<file path="config.mk">
export PLATFORM = sky130hd
export DESIGN_NAME = dpv1c1_handler
export DESIGN_NICKNAME = d
export VERILOG_FILES = /design/src/dpv1c1_pkg.sv /design/src/dpv1c1_ms_timer.sv /design/src/dpv1c1_handler.sv
export SDC_FILE = /design/constraint.sdc
export NUM_CORES = 2
export LEC_CHECK = 0
export BUFFER_PORTS_ARGS = -buffer_cell sky130_fd_sc_hd__buf_2
export CAP_MARGIN = 5
export CORE_ASPECT_RATIO = 1.75
export CORE_MARGIN = 3
export CORE_UTILIZATION = 35
export DETAILED_ROUTE_END_ITERATION = 7
export SYNTH_ARGS = -nofsm -noshare
export SYNTH_HDL_FRONTEND = slang
export SYNTH_SLANG_ARGS = --single-unit
</file>
<file path="constraint.sdc">
create_clock -name mclk -period 18.11 [get_ports mclk]
set_input_delay 0 -clock mclk [delete_from_list [all_inputs] [get_ports mclk]]
set_output_delay 0 -clock mclk [all_outputs]
set_load 0.05 [all_outputs]
</file>
<file path="src/dpv1c1_pkg.sv">
// shared constants and carrier types for the class 1 acyclic request handler
package dpv1c1_pkg;
   localparam logic [7:0] SVC_READ = 8'h52;
   localparam logic [7:0] SVC_WRITE = 8'h53;
   localparam logic [7:0] OBJ_CLASS = 8'h64;
   localparam logic [7:0] OBJ_INST = 8'h01;
   // request payload byte positions, timeout is little endian in 0..3
   localparam logic [8:0] POS_STATION = 9'h004;
   localparam logic [8:0] POS_SLOT = 9'h005;
   localparam logic [8:0] POS_INDEX = 9'h006;
   localparam logic [8:0] POS_LEN = 9'h007;
   localparam logic [8:0] REQ_HDR_LEN = 9'h008;
   localparam logic [8:0] RSP_RD_HDR = 9'h006;
   localparam logic [8:0] RSP_WR_LEN = 9'h005;
   localparam logic [7:0] MAX_STATION = 8'h7e;
   // exchange status codes produced locally
   localparam logic [7:0] DP_ST_NOT_DX = 8'h81;
   localparam logic [7:0] DP_ST_TIMEOUT = 8'h82;
   // explicit message general status
   localparam logic [7:0] CIP_OK = 8'h00;
   localparam logic [7:0] CIP_BAD_PATH = 8'h05;
   localparam logic [7:0] CIP_BAD_SVC = 8'h08;
   localparam logic [7:0] CIP_BAD_LEN = 8'h13;
   // timing
   localparam int unsigned CLK_PERIOD_NS = 100;
   localparam int unsigned MS_NS = 1000000;
   localparam int unsigned CYC_PER_MS = MS_NS / CLK_PERIOD_NS;

   typedef struct packed {
      logic [7:0] service;
      logic [7:0] cls;
      logic [7:0] inst;
      logic attr_present;
      logic [15:0] length;
   } dpv1c1_hdr_s;

   typedef struct packed {
      logic wr;
      logic [7:0] station;
      logic [7:0] slot;
      logic [7:0] index;
      logic [7:0] len;
   } dpv1c1_cmd_s;

   typedef struct packed {
      logic [7:0] status;
      logic [23:0] ext;
      logic [7:0] len;
   } dpv1c1_res_s;

   typedef enum logic [2:0] {
      ST_IDLE = 3'b000,
      ST_CHECK = 3'b001,
      ST_FB = 3'b010,
      ST_RSP = 3'b011,
      ST_DONE = 3'b100
   } dpv1c1_state_e;
endpackage

</file>
<file path="src/dpv1c1_ms_timer.sv">
// millisecond response timeout counter
`timescale 1ns/1ps
`default_nettype none
module dpv1c1_ms_timer #(
   parameter int unsigned CYC_PER_MS = dpv1c1_pkg::CYC_PER_MS
) (
   input wire logic mclk, // system clock
   input wire logic rst_n, // sync reset
   input wire logic load, // start timing ms
   input wire logic stop, // halt and clear
   input wire logic [31:0] ms, // timeout in ms
   output logic expired // level until next load or stop
);
   logic [31:0] pre_r;
   logic [31:0] left_r;
   logic run_r;
   logic tick_w;

   assign tick_w = run_r && (pre_r == 32'(CYC_PER_MS - 1));

   always_ff @(posedge mclk) begin
      if (!rst_n || load || !run_r || tick_w) begin
         pre_r <= 32'h0000_0000;
      end else begin
         pre_r <= pre_r + 32'h0000_0001;
      end
   end

   always_ff @(posedge mclk) begin
      if (!rst_n || stop) begin
         run_r <= 1'b0;
         left_r <= 32'h0000_0000;
         expired <= 1'b0;
      end else if (load) begin
         run_r <= 1'b1;
         left_r <= ms;
         expired <= 1'b0;
      end else if (run_r && left_r == 32'h0000_0000) begin
         run_r <= 1'b0;
         expired <= 1'b1;
      end else if (tick_w) begin
         left_r <= left_r - 32'h0000_0001;
      end
   end
endmodule
`default_nettype wire

</file>
<file path="src/dpv1c1_handler.sv">
// class 1 acyclic read/write request handler
`timescale 1ns/1ps
`default_nettype none
// How it works
// - act only when the station is configured and in cyclic data exchange
// - act only on stations whose cyclic exchange this master owns
// - read is service 0x52, class 0x64, instance 1, no attribute, 8 bytes
// - requests start with a ms timeout; expiry answers with timeout status
// - read answer: status, 3 extended status, length, reserved, data
// - read answer carries exactly as many data bytes as its length field
// - write is service 0x53, class 0x64, instance 1, no attribute
// - write answer: status, 3 extended status, bytes written
module dpv1c1_handler #(
   parameter int unsigned CYC_PER_MS = dpv1c1_pkg::CYC_PER_MS
) (
   input wire logic mclk, // 10 MHz clock
   input wire logic rst_n, // sync reset
   input wire dpv1c1_pkg::dpv1c1_hdr_s req_hdr, // message header, held during payload
   input wire logic req_valid, // payload byte valid
   input wire logic [7:0] req_data, // payload byte
   input wire logic req_last, // final payload byte
   output logic req_ready, // payload byte taken
   output logic rsp_valid, // answer byte valid
   output logic [7:0] rsp_data, // answer byte
   output logic rsp_last, // final answer byte
   input wire logic rsp_ready, // answer byte taken
   output logic rsp_done, // answer complete pulse
   output logic [7:0] rsp_cip_status, // general status of answer
   input wire logic [127:0] dx_map, // station configured and exchanging
   input wire logic [127:0] own_map, // exchange run by this master
   output logic fb_start, // fieldbus job pulse
   output dpv1c1_pkg::dpv1c1_cmd_s fb_cmd, // fieldbus job
   output logic fb_abort, // job dropped on timeout
   input wire logic fb_done, // fieldbus result pulse
   input wire dpv1c1_pkg::dpv1c1_res_s fb_res, // fieldbus result
   input wire logic fb_rd_we, // read data store strobe
   input wire logic [7:0] fb_rd_addr, // read data position
   input wire logic [7:0] fb_rd_data, // read data byte
   input wire logic [7:0] fb_wr_addr, // write data position
   output logic [7:0] fb_wr_data // write data, one cycle later
);
   dpv1c1_pkg::dpv1c1_state_e st_r;
   dpv1c1_pkg::dpv1c1_hdr_s hdr_r;
   dpv1c1_pkg::dpv1c1_res_s res_r;
   logic [7:0] buf_r [0:255];
   logic [31:0] tmo_r;
   logic [7:0] sta_r;
   logic [7:0] slot_r;
   logic [7:0] idx_r;
   logic [7:0] len_r;
   logic [8:0] cnt_r;
   logic [8:0] ridx_r;
   logic [8:0] tot_w;
   logic [8:0] nb_r;
   logic take_w;
   logic is_wr_w;
   logic hdr_ok_w;
   logic svc_ok_w;
   logic len_ok_w;
   logic dx_ok_w;
   logic own_ok_w;
   logic tmo_w;
   logic tmo_load_w;
   logic [7:0] rd_len_w;

   function automatic logic station_bit(input logic [127:0] map, input logic [7:0] sta);
      station_bit = (sta <= dpv1c1_pkg::MAX_STATION) ? map[sta[6:0]] : 1'b0;
   endfunction

   assign take_w = req_valid && req_ready;
   assign is_wr_w = (hdr_r.service == dpv1c1_pkg::SVC_WRITE);
   assign svc_ok_w = (hdr_r.service == dpv1c1_pkg::SVC_READ) || is_wr_w;
   assign hdr_ok_w = hdr_r.cls == dpv1c1_pkg::OBJ_CLASS && hdr_r.inst == dpv1c1_pkg::OBJ_INST
      && !hdr_r.attr_present;
   assign len_ok_w = is_wr_w ? (cnt_r == dpv1c1_pkg::REQ_HDR_LEN + {1'b0, len_r}
      && hdr_r.length == {7'h00, cnt_r})
      : (cnt_r == dpv1c1_pkg::REQ_HDR_LEN && hdr_r.length == 16'h0008);
   assign dx_ok_w = station_bit(dx_map, sta_r);
   assign own_ok_w = station_bit(own_map, sta_r);
   assign tmo_load_w = (st_r == dpv1c1_pkg::ST_CHECK) && svc_ok_w && hdr_ok_w && len_ok_w
      && dx_ok_w && own_ok_w;
   assign rd_len_w = (fb_res.len > len_r) ? len_r : fb_res.len;
   assign tot_w = (rsp_cip_status != dpv1c1_pkg::CIP_OK) ? 9'h000
      : is_wr_w ? dpv1c1_pkg::RSP_WR_LEN : dpv1c1_pkg::RSP_RD_HDR + {1'b0, res_r.len};

   dpv1c1_ms_timer #(.CYC_PER_MS(CYC_PER_MS)) u_tmo (
      .mclk(mclk),
      .rst_n(rst_n),
      .load(tmo_load_w),
      .stop(st_r != dpv1c1_pkg::ST_FB && !tmo_load_w),
      .ms(tmo_r),
      .expired(tmo_w)
   );

   // request intake, field order fixed by position
   always_ff @(posedge mclk) begin
      if (!rst_n) begin
         req_ready <= 1'b1;
         cnt_r <= 9'h000;
         hdr_r <= '0;
         tmo_r <= 32'h0000_0000;
         sta_r <= 8'h00;
         slot_r <= 8'h00;
         idx_r <= 8'h00;
         len_r <= 8'h00;
      end else if (take_w) begin
         if (cnt_r == 9'h000) begin
            hdr_r <= req_hdr;
         end
         if (cnt_r < dpv1c1_pkg::POS_STATION) begin
            tmo_r <= {req_data, tmo_r[31:8]};
         end
         if (cnt_r == dpv1c1_pkg::POS_STATION) sta_r <= req_data;
         if (cnt_r == dpv1c1_pkg::POS_SLOT) slot_r <= req_data;
         if (cnt_r == dpv1c1_pkg::POS_INDEX) idx_r <= req_data;
         if (cnt_r == dpv1c1_pkg::POS_LEN) len_r <= req_data;
         if (cnt_r != 9'h1ff) cnt_r <= cnt_r + 9'h001;
         if (req_last) req_ready <= 1'b0;
      end else if (st_r == dpv1c1_pkg::ST_DONE) begin
         req_ready <= 1'b1;
         cnt_r <= 9'h000;
      end
   end

   // shared data store: write data in, read data from the fieldbus
   always_ff @(posedge mclk) begin
      if (take_w && cnt_r >= dpv1c1_pkg::REQ_HDR_LEN && cnt_r < 9'h108) begin
         buf_r[8'(cnt_r - dpv1c1_pkg::REQ_HDR_LEN)] <= req_data;
      end else if (fb_rd_we && st_r == dpv1c1_pkg::ST_FB) begin
         buf_r[fb_rd_addr] <= fb_rd_data;
      end
   end

   always_ff @(posedge mclk) begin
      if (!rst_n) begin
         fb_wr_data <= 8'h00;
      end else begin
         fb_wr_data <= buf_r[fb_wr_addr];
      end
   end

   // sequencing, checks and fieldbus job
   always_ff @(posedge mclk) begin
      if (!rst_n) begin
         st_r <= dpv1c1_pkg::ST_IDLE;
         res_r <= '0;
         rsp_cip_status <= dpv1c1_pkg::CIP_OK;
         fb_start <= 1'b0;
         fb_abort <= 1'b0;
         fb_cmd <= '0;
      end else begin
         fb_start <= 1'b0;
         fb_abort <= 1'b0;
         case (st_r)
            dpv1c1_pkg::ST_IDLE: begin
               if (take_w && req_last) st_r <= dpv1c1_pkg::ST_CHECK;
            end
            dpv1c1_pkg::ST_CHECK: begin
               res_r <= '0;
               rsp_cip_status <= dpv1c1_pkg::CIP_OK;
               st_r <= dpv1c1_pkg::ST_RSP;
               if (!svc_ok_w) begin
                  rsp_cip_status <= dpv1c1_pkg::CIP_BAD_SVC;
               end else if (!hdr_ok_w) begin
                  rsp_cip_status <= dpv1c1_pkg::CIP_BAD_PATH;
               end else if (!len_ok_w) begin
                  rsp_cip_status <= dpv1c1_pkg::CIP_BAD_LEN;
               end else if (!dx_ok_w || !own_ok_w) begin
                  res_r.status <= dpv1c1_pkg::DP_ST_NOT_DX;
               end else begin
                  fb_start <= 1'b1;
                  fb_cmd <= '{wr: is_wr_w, station: sta_r, slot: slot_r, index: idx_r, len: len_r};
                  st_r <= dpv1c1_pkg::ST_FB;
               end
            end
            dpv1c1_pkg::ST_FB: begin
               if (fb_done) begin
                  res_r <= fb_res;
                  if (!is_wr_w) res_r.len <= rd_len_w;
                  st_r <= dpv1c1_pkg::ST_RSP;
               end else if (tmo_w) begin
                  res_r <= '{status: dpv1c1_pkg::DP_ST_TIMEOUT, ext: 24'h00_0000, len: 8'h00};
                  fb_abort <= 1'b1;
                  st_r <= dpv1c1_pkg::ST_RSP;
               end
            end
            dpv1c1_pkg::ST_RSP: begin
               if (ridx_r == tot_w && (!rsp_valid || rsp_ready)) st_r <= dpv1c1_pkg::ST_DONE;
            end
            dpv1c1_pkg::ST_DONE: begin
               st_r <= dpv1c1_pkg::ST_IDLE;
            end
            default: begin
               st_r <= dpv1c1_pkg::ST_IDLE;
            end
         endcase
      end
   end

   // answer stream
   always_ff @(posedge mclk) begin
      if (!rst_n || st_r != dpv1c1_pkg::ST_RSP) begin
         ridx_r <= 9'h000;
         rsp_valid <= 1'b0;
         rsp_data <= 8'h00;
         rsp_last <= 1'b0;
      end else if (!rsp_valid || rsp_ready) begin
         if (ridx_r < tot_w) begin
            rsp_valid <= 1'b1;
            rsp_last <= (ridx_r == tot_w - 9'h001);
            ridx_r <= ridx_r + 9'h001;
            case (ridx_r)
               9'h000: rsp_data <= res_r.status;
               9'h001: rsp_data <= res_r.ext[7:0];
               9'h002: rsp_data <= res_r.ext[15:8];
               9'h003: rsp_data <= res_r.ext[23:16];
               9'h004: rsp_data <= res_r.len;
               9'h005: rsp_data <= 8'h00;
               default: rsp_data <= buf_r[8'(ridx_r - dpv1c1_pkg::RSP_RD_HDR)];
            endcase
         end else begin
            rsp_valid <= 1'b0;
            rsp_last <= 1'b0;
         end
      end
   end

   always_ff @(posedge mclk) begin
      if (!rst_n) begin
         rsp_done <= 1'b0;
      end else begin
         rsp_done <= (st_r == dpv1c1_pkg::ST_RSP) && ridx_r == tot_w && (!rsp_valid || rsp_ready);
      end
   end

   // answer byte count, checking only
   always_ff @(posedge mclk) begin
      if (!rst_n || st_r == dpv1c1_pkg::ST_CHECK) begin
         nb_r <= 9'h000;
      end else if (rsp_valid && rsp_ready) begin
         nb_r <= nb_r + 9'h001;
      end
   end

   a_dx_gate_start: assert property (@(posedge mclk) disable iff (!rst_n)
      fb_start |-> $past(dx_ok_w)) else $error("job to station not in exchange");
   a_owner_gate_start: assert property (@(posedge mclk) disable iff (!rst_n)
      fb_start |-> $past(own_ok_w)) else $error("job to station owned elsewhere");
   a_read_decode_ok: assert property (@(posedge mclk) disable iff (!rst_n)
      fb_start && !fb_cmd.wr |-> hdr_r.service == dpv1c1_pkg::SVC_READ && hdr_r.cls == dpv1c1_pkg::OBJ_CLASS
      && hdr_r.inst == dpv1c1_pkg::OBJ_INST && !hdr_r.attr_present && cnt_r == dpv1c1_pkg::REQ_HDR_LEN)
      else $error("read job from bad request");
   a_timeout_answer: assert property (@(posedge mclk) disable iff (!rst_n)
      st_r == dpv1c1_pkg::ST_FB && tmo_w && !fb_done |=> fb_abort && st_r == dpv1c1_pkg::ST_RSP
      && res_r.status == dpv1c1_pkg::DP_ST_TIMEOUT) else $error("timeout not answered");
   a_first_byte_status: assert property (@(posedge mclk) disable iff (!rst_n)
      $rose(rsp_valid) |-> rsp_data == res_r.status && !(rsp_last && !is_wr_w))
      else $error("answer does not open with status");
   a_read_byte_count: assert property (@(posedge mclk) disable iff (!rst_n)
      rsp_done && !is_wr_w && rsp_cip_status == dpv1c1_pkg::CIP_OK
      |-> nb_r == dpv1c1_pkg::RSP_RD_HDR + {1'b0, res_r.len})
      else $error("read data count differs from length");
   a_write_decode_ok: assert property (@(posedge mclk) disable iff (!rst_n)
      fb_start && fb_cmd.wr |-> hdr_r.service == dpv1c1_pkg::SVC_WRITE && hdr_r.cls == dpv1c1_pkg::OBJ_CLASS
      && !hdr_r.attr_present && hdr_r.length == 16'h0008 + {8'h00, len_r})
      else $error("write job from bad request");
   a_write_answer_len: assert property (@(posedge mclk) disable iff (!rst_n)
      rsp_done && is_wr_w && rsp_cip_status == dpv1c1_pkg::CIP_OK |-> nb_r == dpv1c1_pkg::RSP_WR_LEN)
      else $error("write answer not five bytes");
   a_offline_no_job: assert property (@(posedge mclk) disable iff (!rst_n)
      st_r == dpv1c1_pkg::ST_CHECK && svc_ok_w && hdr_ok_w && len_ok_w && !(dx_ok_w && own_ok_w)
      |=> !fb_start && res_r.status == dpv1c1_pkg::DP_ST_NOT_DX ##1 !fb_start)
      else $error("job issued off exchange");
endmodule
`default_nettype wire

</file>
; ---- Word-level counts from Yosys, hierarchy flattened
; Memory sizes are Yosys's and may differ from the RTL's. A register that Yosys moved wholly into a read port is not among the register bits.
; Cells that the tools add are included.
[op_classes]
n_addsub = 9
order_cmp = 7
eq_ne = 33
mux = 54
n_bitwise = 3
reduce_logical = 62
[ops]
columns = cell, count
row1 = 32-bit two-way mux, 3
row2 = 40-bit two-way mux, 2
row3 = 40-bit one-hot mux with 2 select lines, 1
row4 = 8-bit two-way mux, 8
row5 = "9-bit by 3-bit equality test with 1-bit output, second input constant", 6
row6 = 8-bit one-hot mux with 6 select lines, 1
row7 = 9-bit two-way mux, 5
row8 = "32-bit by 1-bit adder with 32-bit output, second input constant", 1
row9 = "32-bit by 14-bit equality test with 1-bit output, second input constant", 1
row10 = 32-bit zero test, 1
row11 = "32-bit by 1-bit subtractor with 32-bit output, second input constant", 1
row12 = 9-bit equality test, 3
row13 = "8-bit by 7-bit equality test with 1-bit output, second input constant", 3
row14 = 1-bit two-way mux, 24
row15 = 2-bit AND reduction, 11
row16 = 1-bit logical AND, 20
row17 = "9-bit by 1-bit adder with 9-bit output, second input constant", 2
row18 = "9-bit by 2-bit equality test with 1-bit output, second input constant", 2
row19 = 9-bit zero test, 2
row20 = "16-bit by 4-bit equality test with 1-bit output, second input constant", 1
row21 = 16-bit by 9-bit equality test with 1-bit output, 1
row22 = 5-bit two-way mux, 3
row23 = 1-bit binary-select mux with 7-bit select, 2
row24 = 3-bit two-way mux, 4
row25 = 34 further kinds, 60
[totals]
register_bits = 287
mem_bits_rw = 2048
output_inout_bits = 63
mem_count = 1
[mem_list]
columns = name, depth, width, rd, rd_ports_with_merged_regs, wr, line
row1 = buf_r, 256, 8, 2, 1, 1, dpv1c1_handler.sv:45  ; logic [7:0] buf_r [0:255];

; ---- Longest topological paths before layout
[depth]
depth_word = 11
depth_mapped = 17
mapped_depth_nobuf = 13

; ---- Hierarchy
; Synthesis repeated with hierarchy kept, for this count alone.
[hier_totals]
hier_cells = 6285
hier_area_um2 = 110947.7
[modules_own_cells]
columns = module, n_inst, cells_each, area_per_inst_um2, seq_area_each_um2
row1 = dpv1c1_handler, 1, 5863, 107503.1, 66003.3
row2 = dpv1c1_ms_timer, 1, 422, 3444.6, 1321.3

; ---- Worst setup path before layout
; Ideal clock, no wire load.
[synth_path]
path_type = register to register
start = register cnt_r[3]
end = memory buf_r[0][0], data pin
setup_ps = 825
t_arrival_ps = 5062
required_time_ps = 17285
setup_slack_ps = 12223
path_stages_with_launch = 10
period_less_slack_ps = 5887
path_cell_list = dfxtp_1 -> clkbuf_1 -> inv_1 -> ha_1 -> or4b_4 -> a211oi_2 -> o21a_1 -> buf_2 -> nand2_1 -> nand2_1
[synth_between]
elab_chain_len = 7
elab_cells_between_ends = 8
[synth_rtl]
columns = item, line
row1 = "start, declared", dpv1c1_handler.sv:51  ; logic [8:0] cnt_r;
row2 = "start signal, assigned", dpv1c1_handler.sv:117  ; if (cnt_r != 9'h1ff) cnt_r <= cnt_r + 9'h001;
row3 = 9-bit by 4-bit greater-or-equal comparator with 1-bit output, dpv1c1_handler.sv:127  ; if (take_w && cnt_r >= dpv1c1_pkg::REQ_HDR_LEN && cnt_r < 9'h108) begin
row4 = 1-bit logical AND, dpv1c1_handler.sv:127
row5 = 1-bit logical AND (*), dpv1c1_handler.sv:127
row6 = 1-bit two-way mux (*), dpv1c1_handler.sv:127
row7 = 1-bit two-way mux (not written as such) (*), dpv1c1_handler.sv:130  ; buf_r[fb_rd_addr] <= fb_rd_data;
row8 = 8-bit OR reduction (no source line) (*), -
row9 = 8-bit two-way mux (no source line) (*), -
row10 = "end, declared", dpv1c1_handler.sv:45
; Every way passes the cells marked *; elsewhere a longest branch is shown, timed or not.

; ---- Worst setup path in the final report
[layout_path]
start = register ridx_r[1]
end = register rsp_data[0]
[layout_between]
elab_chain_len = 3
elab_cells_between_ends = 11
[layout_rtl]
columns = item, line
row1 = "start, declared", dpv1c1_handler.sv:52  ; logic [8:0] ridx_r;
row2 = "start signal, assigned", dpv1c1_handler.sv:211  ; ridx_r <= ridx_r + 9'h001;
row3 = 8-bit by 3-bit subtractor with 8-bit output, dpv1c1_handler.sv:219  ; default: rsp_data <= buf_r[8'(ridx_r - dpv1c1_pkg::RSP_RD_HDR)];
row4 = memory 256 x 8 bit, -
row5 = 8-bit one-hot mux with 6 select lines, dpv1c1_handler.sv:212  ; case (ridx_r)
row6 = "end signal, assigned", dpv1c1_handler.sv:213  ; 9'h000: rsp_data <= res_r.status;
row7 = "end signal, assigned", dpv1c1_handler.sv:214  ; 9'h001: rsp_data <= res_r.ext[7:0];
row8 = "end signal, assigned", dpv1c1_handler.sv:219
row9 = "end, declared", dpv1c1_handler.sv:24  ; output logic [7:0] rsp_data,
; Parallel ways exist; a longest one is shown, timed or not.
; A chain may end at the register's enable or synchronous reset.

==> results.cfg <==
[routing]
firstDrtPassIters = 5
drc = 0
detail-route-antenna-nets = 0
routedWlPerCell_um = 34.2
vias = 67000
via_per_inst = 6.03
wirelength_um = 380000
drtIter0Drc = 7540

[place]
place_hpwl_um = 257000
postPlaceCellArea_mm2 = 0.118
place.gp.congestion = 0.893
io_buffers = 435

[sta]
fmax_mhz = 157
report.final.slew_viol_count = 0
period_share = 0.352
maxSlewHeadroom = 0.0132
fin_skew_ns = 0.0782
worst_pin_slew_ns = 1.46
finalSetupViolations = 0
rsz0062_at_grt = no
fin_crit_ns = 6.38
fin_setup_tns_ns = 0
hold_violations = 0

[global_route]
grt_pass1_vias = 69000
grt_max_degree = 133
antenna_found_initial = 43
grt_pass1_wl_um = 530000
grt_usage = 0.230
grt_overflow = 0

[clocking]
ctsRootBufferMaster = clkbuf_16
clk_pin_slew_ns = 0.07
cts_max_path_buffers = 4
numClockSinks = 2339
htreeDepth = 4
cts_tree = built
numCtsBuffers = 210
clk_latency_ns = 0.92
cts_resized = 0

[yosys]
synth_area_mm2 = 0.111
avgSynthCellArea_um2 = 17.9
synth.ff_latch_count = 2339
syn_inst = 6195
synth.distinct_cells = 91
async_reset_ff_frac = 0
yosys_warnings = 0
ys.flop_type = edfxtp_1
ys_seq_area_frac = 0.606
synth_edf_count = 2048

[critical_path]
crit_arrival_ns = 7.12
critPathMaxStageDelay_ns = 0.78
cp-start-kind = register
cp_slowest_cell = buf_4
crit_family = buffers and inverters
cp-end-kind = register
crit_type = reg -> reg
critical_path.cell_chain = buf_12 -> ha_4 -> buf_12 -> buf_4 -> buf_4 -> mux4_2 -> mux4_2 -> o22ai_1 -> nor4_1 -> nor2_1 -> a31oi_1
path_buf_inv = 4
critPathMaxFanout = 119
worstPathRequired_ns = 18.85

[layout]
nets = 7183
area_growth_pct = 14.4
final_area_mm2 = 0.127
drive_gt1_frac = 0.336
nFillCells = 27900

[die]
die_width_um = 432
rows = 273
die-area_mm2 = 0.324
core-area_mm2 = 0.316
dieHeight_um = 751
io_pins = 439
initial_core_util = 0.352

[run_status]
violations = capacitance limit
status = finished with violations

[pwr]
p_leak_nw = 39.2
powerDensity_mw_per_mm2 = 91.9
ir_drop_mv = 0.0801

[flow_run]
cap_violations = 1

[min_path]
hp-class = in -> reg
-- sequential cells by signal, indices dropped and copies added (netlist names), 8 cells and up --
register and flops:
idx_r 8, tmo_r 32, u_tmo.left_r 32, res_r 40
hdr_r 41, fb_cmd 33, buf_r 2048, fb_wr_data 8
rsp_data 8, u_tmo.pre_r 32, ridx_r 9, sta_r 8
len_r 8, slot_r 8, cnt_r 9
-- power breakdown --
part / leakage [nW] / internal, mW / switching [mW] / total (mW)
Combinational: 15.0 / 0.363 / 0.620 / 0.984
Clock: 3.44 / 2.61 / 2.07 / 4.69
Sequential: 20.8 / 5.99 / 0.0243 / 6.01
Total: 39.2 / 8.96 / 2.72 / 11.7
-- final cells by class --
| type | instances | area [um2] | share of cell area |
|---|---|---|---|
| sequential | 2339 | 67300 | 0.530 |
| multi-input combinational | 3348 | 41300 | 0.325 |
| timing repair buffer | 838 | 5920 | 0.0466 |
| clock buffer | 258 | 5650 | 0.0445 |
| tap | 4125 | 5160 | 0.0406 |
| clock inverter | 122 | 1390 | 0.0110 |
| inverter | 35 | 134 | 0.00105 |
| antenna | 48 | 120 | 0.000945 |
-- cells in the final DEF, fill, tap and decap left out, types with 89 or more instances in the layout --
cell type,Yosys,routed
mux4_2,1293,1293
buf_2,152,430
nor2b_1,89,89
dfxtp_1,291,287
clkbuf_16,0,216
buf_4,54,176
edfxtp_1,2048,2048
nor2_1,376,375
nand2_1,460,450
dlygate4sd3_1,0,215
nand3_1,114,114
-- Yosys cell counts, drive strengths merged, types with 14 or more instances --
cell type	count	area, um2
inv	35	134
nand3b	18	135
dfxtp	291	5830
a31oi	22	138
nor2	378	1420
nand4	35	219
buf	259	1630
o21a	22	166
o2bb2ai	41	541
xnor2	64	561
a31o	16	140
mux2i	63	631
nor4	43	269
a21boi	77	578
a22oi	59	443
nor3	48	240
o2111ai	18	158
ha	35	438
mux4	1293	29100
a21oi	49	253
and2	22	138
nand2	460	1730
edfxtp	2048	61500
clkbuf	216	811
and3	33	206
o211ai	15	113
nor2b	89	557
xor2	34	298
nand3	114	571
or4	18	139
a211oi	14	110
o22ai	33	206
o21ai	94	474
-- per-stage QoR --
stage | total power, mW | utilization | cells | hold slack [ns] | setup slack (ns)
global placement | 7.05 | 0.373 | 10500 | 0.239 | 11.77
detailed placement | 7.07 | 0.373 | 10500 | 0.242 | 11.69
floorplan | 6.74 | - | 6197 | 0.0768 | 12.22
CTS | 11.7 | 0.402 | 11100 | 0.00325 | 11.73
global route | 12.0 | 0.402 | 11100 | 0.0805 | 11.68
finish | 11.7 | 0.402 | 11100 | 0.0646 | 11.73
-- per-layer routing --
metal	share of wire	vias up	global-route usage	wire [um]
met1	0.31	35200	0.241	119000
met2	0.51	3843	0.402	194000
met5	0.00051	-	0	193
li1	-	27000	-	-
met3	0.079	940	0.0459	30200
met4	0.094	30	0.182	35700
-- timing repair --
| action | CTS | global route |
|---|---|---|
| setup buffers | 0 | 0 |
| hold buffers | 215 | 0 |
| hold endpoints to repair | 226 | 0 |
-- tightest hold or removal path, stage by stage --
cell and delay [ns]:
dlygate4sd3_1 0.53, buf_2 0.13, a22o_1 0.13, o21a_1 0.11
-- logic make-up after synthesis --
logic type	share of synthesized area
buffers and inverters	0.0232
adder cells (fa/ha/maj)	0.00394
AND/OR/NAND/NOR	0.0559
multiplexers	0.268
XOR/XNOR	0.00773
other	0.0000338
AO/OA/AOI/OAI	0.0350
flip-flops	0.606
-- final timing paths --
path / from / endpoint / slack (ns) / cells past startpoint
max: ridx_r[1]$_SDFFE_PP0P_ / rsp_data[0]$_SDFFE_PP0P_ / 11.73 / 11
min: fb_res[32] / res_r[32]$_SDFFE_PN0P_ / 0.06 / 4
max reg2reg: ridx_r[1]$_SDFFE_PP0P_ / rsp_data[0]$_SDFFE_PP0P_ / 11.73 / 11
min reg2reg: u_tmo.pre_r[0]$_SDFF_PP0_ / u_tmo.pre_r[0]$_SDFF_PP0_ / 0.46 / 1
Power figures use the tool's default switching activity.
